File: src/logic/mrfd_defines.svh
/*
  Constants for the mode register field decoder: select codes, field positions,
  decode results and spacing/lock-time figures.
  Assumes inclusion by bare name from the package and the decoder module.
*/
`ifndef MRFD_DEFINES_SVH
`define MRFD_DEFINES_SVH

`define MRFD_SEL_CTRL_WORD    3'h7
`define MRFD_SEL_TERM         3'h1
`define MRFD_SEL_PARK         3'h5
`define MRFD_SEL_SPACING      3'h6
`define MRFD_NUM_REGS         7
`define MRFD_ADDR_W           18
`define MRFD_TERM_NOM_HI      9
`define MRFD_TERM_NOM_MID     6
`define MRFD_TERM_NOM_LO      2
`define MRFD_PARK_HI          8
`define MRFD_PARK_LO          6
`define MRFD_PAR_HI           2
`define MRFD_PAR_LO           0
`define MRFD_ODT_BUF_BIT      5
`define MRFD_SPC_HI           12
`define MRFD_SPC_LO           10
`define MRFD_TRAIN_EN_BIT     7
`define MRFD_TRAIN_RANGE_BIT  6
`define MRFD_TRAIN_VAL_HI     5
`define MRFD_TRAIN_VAL_LO     0
`define MRFD_TRAIN_VAL_MAX    6'h32
`define MRFD_RSV_MASK         18'h22300
`define MRFD_PAR_MAX_CODE     3'h4
`define MRFD_SPC_MAX_CODE     3'h4
`define MRFD_SPC_BASE         4'h4
`define MRFD_PAR_LAT_4        4'h4
`define MRFD_PAR_LAT_5        4'h5
`define MRFD_PAR_LAT_6        4'h6
`define MRFD_PAR_LAT_8        4'h8
`define MRFD_DLLK_0           11'h255
`define MRFD_DLLK_1           11'h187
`define MRFD_DLLK_2           11'h300
`define MRFD_DLLK_3           11'h400
`define MRFD_ZERO_4           4'h0
`define MRFD_ZERO_11          11'h000
`define MRFD_ZERO_3           3'h0
`define MRFD_ZERO_6           6'h00
`define MRFD_ZERO_18          18'h00000

`endif

File: src/logic/mrfd_pkg.sv
/*
  Types for the mode register field decoder.
  Assumes mrfd_defines.svh is on the include path.
*/
`include "mrfd_defines.svh"

package mrfd_pkg;

  // One mode-register-set command as seen on the command/address bus
  typedef struct packed {
    logic                      valid;
    logic                      bankGroup1;
    logic [2:0]                select;
    logic [`MRFD_ADDR_W-1:0]   opcode;
  } mrfd_cmd_s;

  // Decoded park termination divider
  typedef enum logic [3:0] {
    MRFD_PARK_OFF,
    MRFD_PARK_DIV4,
    MRFD_PARK_DIV2,
    MRFD_PARK_DIV6,
    MRFD_PARK_DIV1,
    MRFD_PARK_DIV5,
    MRFD_PARK_DIV3,
    MRFD_PARK_DIV7
  } mrfd_park_e;

  // Decoded configuration handed to the rest of the device
  typedef struct packed {
    mrfd_park_e  parkTerm;
    logic        odtBufOff;
    logic        parityOn;
    logic [3:0]  parityLatency;
    logic        parityReserved;
    logic [3:0]  columnSpacing;
    logic [10:0] dllLockTime;
    logic        spacingReserved;
    logic        trainEnable;
    logic        trainRange;
    logic [5:0]  trainValue;
    logic        trainReserved;
    logic        reservedBitsSet;
  } mrfd_cfg_s;

  typedef logic [`MRFD_ADDR_W-1:0] mrfd_word_t;

endpackage

File: src/logic/mrfd_decoder.sv
/*
  Mode register bank and field decoder: latches opcodes of mode-register-set
  commands into seven registers and decodes park termination, parity latency,
  column spacing, lock time and reference-level training fields.
  Assumes the command decoder upstream presents one-cycle valid commands on clk.
*/
// Summary of operation
// - Select code 000 to 110 picks mode register zero through six.
// - Select code 111 is a buffer control word; ignore it completely.
// - With nominal termination off, bit 5 of parity/park register is ignored.
// - Parity latency 000 off; 001-100 give 4,5,6,8 clocks; rest reserved.
// - Spacing field 000-100 give 4-8 clocks; 101-111 reserved.
// - Bit 7 high enters reference-level training, low is normal.
// - Bit 6 picks training range one (0) or two (1).
// - Six-bit training value steps level; codes up to 110010 valid.
// - Park field at bits 8:6, parity latency at bits 2:0.
`timescale 1ns/10ps
`default_nettype none
`include "mrfd_defines.svh"

module mrfd_decoder (
  input  wire logic               clk,
  input  wire logic               reset,
  input  wire mrfd_pkg::mrfd_cmd_s cmd,
  output var  mrfd_pkg::mrfd_cfg_s cfg,
  output var  mrfd_pkg::mrfd_word_t regView [`MRFD_NUM_REGS]
);
  import mrfd_pkg::*;

  mrfd_word_t modeReg_q [`MRFD_NUM_REGS];
  mrfd_word_t modeReg_d [`MRFD_NUM_REGS];
  mrfd_cfg_s  cfg_q;
  mrfd_cfg_s  cfg_d;

  // Nominal termination is off when its three bits are all zero
  function automatic logic termNomOff(input mrfd_word_t w);
    termNomOff = ~(w[`MRFD_TERM_NOM_HI] | w[`MRFD_TERM_NOM_MID] | w[`MRFD_TERM_NOM_LO]);
  endfunction

  // Lock time paired with a spacing code; reserved codes give zero
  function automatic logic [10:0] lockTime(input logic [2:0] code);
    unique case (code)
      3'h0:    lockTime = `MRFD_DLLK_0;
      3'h1:    lockTime = `MRFD_DLLK_1;
      3'h2:    lockTime = `MRFD_DLLK_2;
      3'h3,
      3'h4:    lockTime = `MRFD_DLLK_3;
      default: lockTime = `MRFD_ZERO_11;
    endcase
  endfunction

  // Parity latency in clocks; zero when off or reserved
  function automatic logic [3:0] parityClocks(input logic [2:0] code);
    unique case (code)
      3'h1:    parityClocks = `MRFD_PAR_LAT_4;
      3'h2:    parityClocks = `MRFD_PAR_LAT_5;
      3'h3:    parityClocks = `MRFD_PAR_LAT_6;
      3'h4:    parityClocks = `MRFD_PAR_LAT_8;
      default: parityClocks = `MRFD_ZERO_4;
    endcase
  endfunction

  // Register bank write: only the selected register takes the opcode
  always_comb begin
    for (int i = 0; i < `MRFD_NUM_REGS; i++) begin
      modeReg_d[i] = modeReg_q[i];
    end
    if (cmd.valid && cmd.select != `MRFD_SEL_CTRL_WORD) begin
      modeReg_d[cmd.select] = cmd.opcode;
    end
  end

  always_ff @(posedge clk) begin
    for (int i = 0; i < `MRFD_NUM_REGS; i++) begin
      if (reset) begin
        modeReg_q[i] <= `MRFD_ZERO_18;
      end else begin
        modeReg_q[i] <= modeReg_d[i];
      end
    end
  end

  // Field decode from the next register values so cfg lines up with regView
  always_comb begin
    mrfd_word_t park;
    mrfd_word_t spc;
    logic [2:0] parCode;
    logic [2:0] spcCode;
    park    = modeReg_d[`MRFD_SEL_PARK];
    spc     = modeReg_d[`MRFD_SEL_SPACING];
    parCode = park[`MRFD_PAR_HI:`MRFD_PAR_LO];
    spcCode = spc[`MRFD_SPC_HI:`MRFD_SPC_LO];
    cfg_d   = '0;
    cfg_d.parkTerm = mrfd_park_e'({1'b0, park[`MRFD_PARK_HI:`MRFD_PARK_LO]});
    // Buffer bit only means something while nominal termination is on
    cfg_d.odtBufOff = termNomOff(modeReg_d[`MRFD_SEL_TERM]) ? 1'b0
                      : park[`MRFD_ODT_BUF_BIT];
    cfg_d.parityOn       = (parCode != `MRFD_ZERO_3) && (parCode <= `MRFD_PAR_MAX_CODE);
    cfg_d.parityLatency  = parityClocks(parCode);
    cfg_d.parityReserved = parCode > `MRFD_PAR_MAX_CODE;
    cfg_d.spacingReserved = spcCode > `MRFD_SPC_MAX_CODE;
    cfg_d.columnSpacing  = cfg_d.spacingReserved ? `MRFD_ZERO_4
                           : `MRFD_SPC_BASE + {1'b0, spcCode};
    cfg_d.dllLockTime    = lockTime(spcCode);
    cfg_d.trainEnable    = spc[`MRFD_TRAIN_EN_BIT];
    cfg_d.trainRange     = spc[`MRFD_TRAIN_RANGE_BIT];
    cfg_d.trainValue     = spc[`MRFD_TRAIN_VAL_HI:`MRFD_TRAIN_VAL_LO];
    cfg_d.trainReserved  = cfg_d.trainValue > `MRFD_TRAIN_VAL_MAX;
    // Flag only; the device does not police the controller's reserved bits
    cfg_d.reservedBitsSet = (cmd.valid && cmd.select == `MRFD_SEL_SPACING)
                            ? (cmd.bankGroup1 | (|(cmd.opcode & `MRFD_RSV_MASK)))
                            : cfg_q.reservedBitsSet;
  end

  always_ff @(posedge clk) begin
    if (reset) begin
      cfg_q <= '0;
    end else begin
      cfg_q <= cfg_d;
    end
  end

  assign cfg = cfg_q;

  // Register view straight from the bank flops
  always_comb begin
    for (int i = 0; i < `MRFD_NUM_REGS; i++) begin
      regView[i] = modeReg_q[i];
    end
  end

endmodule

`default_nettype wire

File: config.mk
export PLATFORM = sky130hd
export DESIGN_NAME = mrfd_decoder
export DESIGN_NICKNAME = d
export VERILOG_FILES = /design/src/logic/mrfd_pkg.sv /design/src/logic/mrfd_decoder.sv
export VERILOG_INCLUDE_DIRS = /design/src /design/src/logic
export SDC_FILE = /design/constraint.sdc
export NUM_CORES = 1
export LEC_CHECK = 0
export ABC_AREA = 1
export BUFFER_PORTS_ARGS = -buffer_cell sky130_fd_sc_hd__buf_2
export CORE_UTILIZATION = 30
export CTS_BUF_LIST = sky130_fd_sc_hd__clkbuf_8
export DETAILED_ROUTE_END_ITERATION = 12
export GPL_TIMING_DRIVEN = 0
export HOLD_SLACK_MARGIN = 0.1
export PLACE_DENSITY = 0.59
export SLEW_MARGIN = 5
export SYNTH_ARGS = -nofsm -noshare
export SYNTH_HDL_FRONTEND = slang
export SYNTH_SLANG_ARGS = --single-unit
File: constraint.sdc
create_clock -name clk -period 1.45 [get_ports clk]
set_input_delay 0 -clock clk [delete_from_list [all_inputs] [get_ports clk]]
set_output_delay 0 -clock clk [all_outputs]
set_load 0.01 [all_outputs]
==> impl_metrics.env <==
export IMPL_status="complete, no violations"
export IMPL_ys_async_sr_fraction=0
export IMPL_clock_root_buffer="clkbuf_8"
export IMPL_rrSetupSlack_ns=0.26
export IMPL_setup_viol=0
export IMPL_post_drt_wl_per_cell_um=15.6
export IMPL_rows=48
export IMPL_synth_top_area_cell="dfxtp_1"
export IMPL_drtAntennaViolNets=0
export IMPL_clk_pin_slew_worst_paths_ns=0.08
export IMPL_setup_worst_path_end="modeReg_q[0][23]$_SDFFE_PP0P_"
export IMPL_detail_route_first_pass_iterations=4
export IMPL_worstMarginPinSlew_ns=0.633
export IMPL_drt_first_iter_violations=268
export IMPL_grt_pass1_wl_um=26000
export IMPL_dieArea_um2=18200
export IMPL_finalCritPeriodShare=0.972
export IMPL_leakagePower_nw=3.59
export IMPL_totalPowerFinal_mw=8.77
export IMPL_design_area_um2=7280
export IMPL_cts_buffer_depth=2
export IMPL_num_antenna_cells=0
export IMPL_drive_gt1_frac=0.310
export IMPL_vias=4976
export IMPL_clock_fmax_mhz=710
export IMPL_r2r_start="modeReg_q[1][18]$_SDFF_PP0_"
export IMPL_path_max_fanout=8
export IMPL_synthFlopType="dfxtp_1"
export IMPL_crit_reg2reg_capture="cfg[28]$_SDFF_PP0_"
export IMPL_grt_use_total=0.195
export IMPL_grt_overflow=0
export IMPL_final_cells=1119
export IMPL_pwr_density_cell_nw_per_um2=1200
export IMPL_grt_pass1_vias=4433
export IMPL_drcViolationCount=0
export IMPL_ir_worst_vdd_mv=0.689
export IMPL_cts_buffers=17
export IMPL_cts_tree="yes"
export IMPL_chipHeight_um=135
export IMPL_slew_headroom=0.578
export IMPL_avgSynthCellArea_um2=8.17
export IMPL_vias_per_cell=4.45
export IMPL_post_cts_buffers=0
export IMPL_clock_latency_ns=0.45
export IMPL_fin_crit_ns=1.41
export IMPL_synth_seq_cells=146
export IMPL_drt_total_wl_um=17500
export IMPL_hp_class="input pin to flip-flop"
export IMPL_io_pins=188
export IMPL_final_max_slew_viol_count=0
export IMPL_netlist_cell_type_count=31
export IMPL_grt_max_degree=17
export IMPL_skew_ns=0.0102
export IMPL_hold_viol_final=0
export IMPL_synthesis_area_um2=5290
export IMPL_start_kind="input pin"
export IMPL_startpoint="cmd[19]"
export IMPL_synth_area_leaders="dfxtp_1 (55%), nor2_1 (11%), o21ai_0 (9.8%), a21oi_1 (4.5%), nand2_1 (3.8%)"
export IMPL_setup_tns_ns=0
export IMPL_dp_hpwl_um=12600
export IMPL_finalWorstSetupSlack_ns=0.0413
export IMPL_synth_edff_count=0
export IMPL_fillers=1783
export IMPL_maxCapViolations=0
export IMPL_r2r_worst_path_cells=10
export IMPL_yosysTopAreaCellShare=0.553
export IMPL_cp_arrival_ns=1.79
export IMPL_gp_congestion=0.777
export IMPL_synthCells=647
export IMPL_clock_sinks=146
export IMPL_place_area_um2=6500
export IMPL_start_util=0.307
export IMPL_synth_warnings=0
export IMPL_areaGrowthSynthToFinish_pct=37.8
export IMPL_nets=907
export IMPL_cp_required_ns=1.84
export IMPL_seq_area_frac_synth=0.553
export IMPL_portBuffers=184
export IMPL_die_w_um=135
export IMPL_antenna_found_initial=0
export IMPL_htreeDepth=4
export IMPL_rsz0062_at_grt="yes"
export IMPL_coreArea_um2=17200
export IMPL_critPathKind="input pin to flip-flop"
export IMPL_crit_path_end_kind="flip-flop"
export IMPL_dp_cells=1058
export IMPL_place_ws_ns=0.00450
[cells by family (layout without fill, tap and decap cells)]
| family | after synthesis | in the layout | synth area share |
|---|---|---|---|
| buffers and inverters | 91 | 336 | 0.0890 |
| AO/OA/AOI/OAI | 159 | 159 | 0.153 |
| flip-flops | 146 | 146 | 0.553 |
| adder cells (fa/ha/maj) | 1 | 1 | 0.00237 |
| other | 1 | 3 | 0.000709 |
| AND/OR/NAND/NOR | 249 | 249 | 0.202 |
[worst min path at each step]
stage	startpoint	end	slack, ns	depth (start not counted)
finish	reset	modeReg_q[1][48]$_SDFF_PP0_	0.12	3
floorplan	cmd[6]	cfg[33]$_SDFFE_PP0P_	0.13	2
global route	reset	modeReg_q[1][48]$_SDFF_PP0_	0.15	3
CTS	reset	modeReg_q[1][48]$_SDFF_PP0_	0.11	3
detailed placement	cmd[21]	cfg[0]$_SDFFE_PP0P_	0.29	3
global placement	cmd[21]	cfg[0]$_SDFFE_PP0P_	0.28	3
[cell type report]
class	count	area, um^2	share of cell area
sequential	146	2920	0.401
multi-input combinational	412	1930	0.265
timing repair buffer	213	1220	0.167
buffer	53	322	0.0442
clock buffer	22	303	0.0416
tap	225	282	0.0387
clock inverter	10	154	0.0211
inverter	38	150	0.0206
[placed cells by master, fill, tap and decap left out, drive strengths merged, types with 2 or more instances in the layout]
cell	instances
nor2	158
nor3	2
inv	36
dfxtp	146
clkinvlp	2
bufinv	4
conb	3
clkinv	6
buf	218
dlygate4sd3	28
nand4	2
o21ai	108
nand3	23
clkbuf	41
nand2	62
a21oi	49
[synth_stat cells (2+ instances only)]
cell type	n
nor2_1	151
dfxtp_1	146
o21ai_0	103
nand2_1	53
a21oi_1	48
inv_1	30
nand3_1	23
buf_4	22
clkbuf_1	19
buf_2	7
nand2_4	6
inv_2	5
buf_6	4
nor2_2	4
o21ai_1	4
nand2_2	3
clkinv_2	2
nand4_1	2
nor2_4	2
nor3_1	2
[state kept, by name, summed over array words and instances (netlist names)]
name,count
cfg,27
modeReg_q,119
[power breakdown]
part / switching (mW) / leakage [nW] / internal (mW) / total [mW]
combinational: 0.567 / 2.17 / 0.346 / 0.913
sequential: 0.0673 / 1.19 / 4.15 / 4.22
clock: 1.55 / 0.232 / 2.09 / 3.64
[per-stage QoR]
| stage | hold slack (ns) | utilization |
|---|---|---|
| floorplan | 0.135 | - |
| detailed placement | 0.288 | 0.377 |
| finish | 0.121 | 0.423 |
| CTS | 0.113 | 0.420 |
| global route | 0.152 | 0.423 |
| global placement | 0.278 | 0.377 |
[critical path: stages]
cell and delay (ns):
dlygate4sd3_1 0.55, buf_2 0.17, nor2_4 0.23, nand3_1 0.12, dlygate4sd3_1 0.58, a21oi_1 0.14
[repair_timing]
item | CTS | global route
hold endpoints to repair | 136 | 0
gates resized for setup | 0 | 12
setup endpoints to repair | 0 | 8
hold buffers | 29 | 0
[layer usage]
| metal | track usage | part of all wire | up-vias |
|---|---|---|---|
| li1 | - | - | 2538 |
| met1 | 0.255 | 0.46 | 2278 |
| met2 | 0.311 | 0.47 | 143 |
| met3 | 0.0511 | 0.056 | 17 |
| met4 | 0.0668 | 0.015 | 0 |
| met5 | 0 | 0 | - |
No activity file was read; power rests on OpenSTA's default activity.
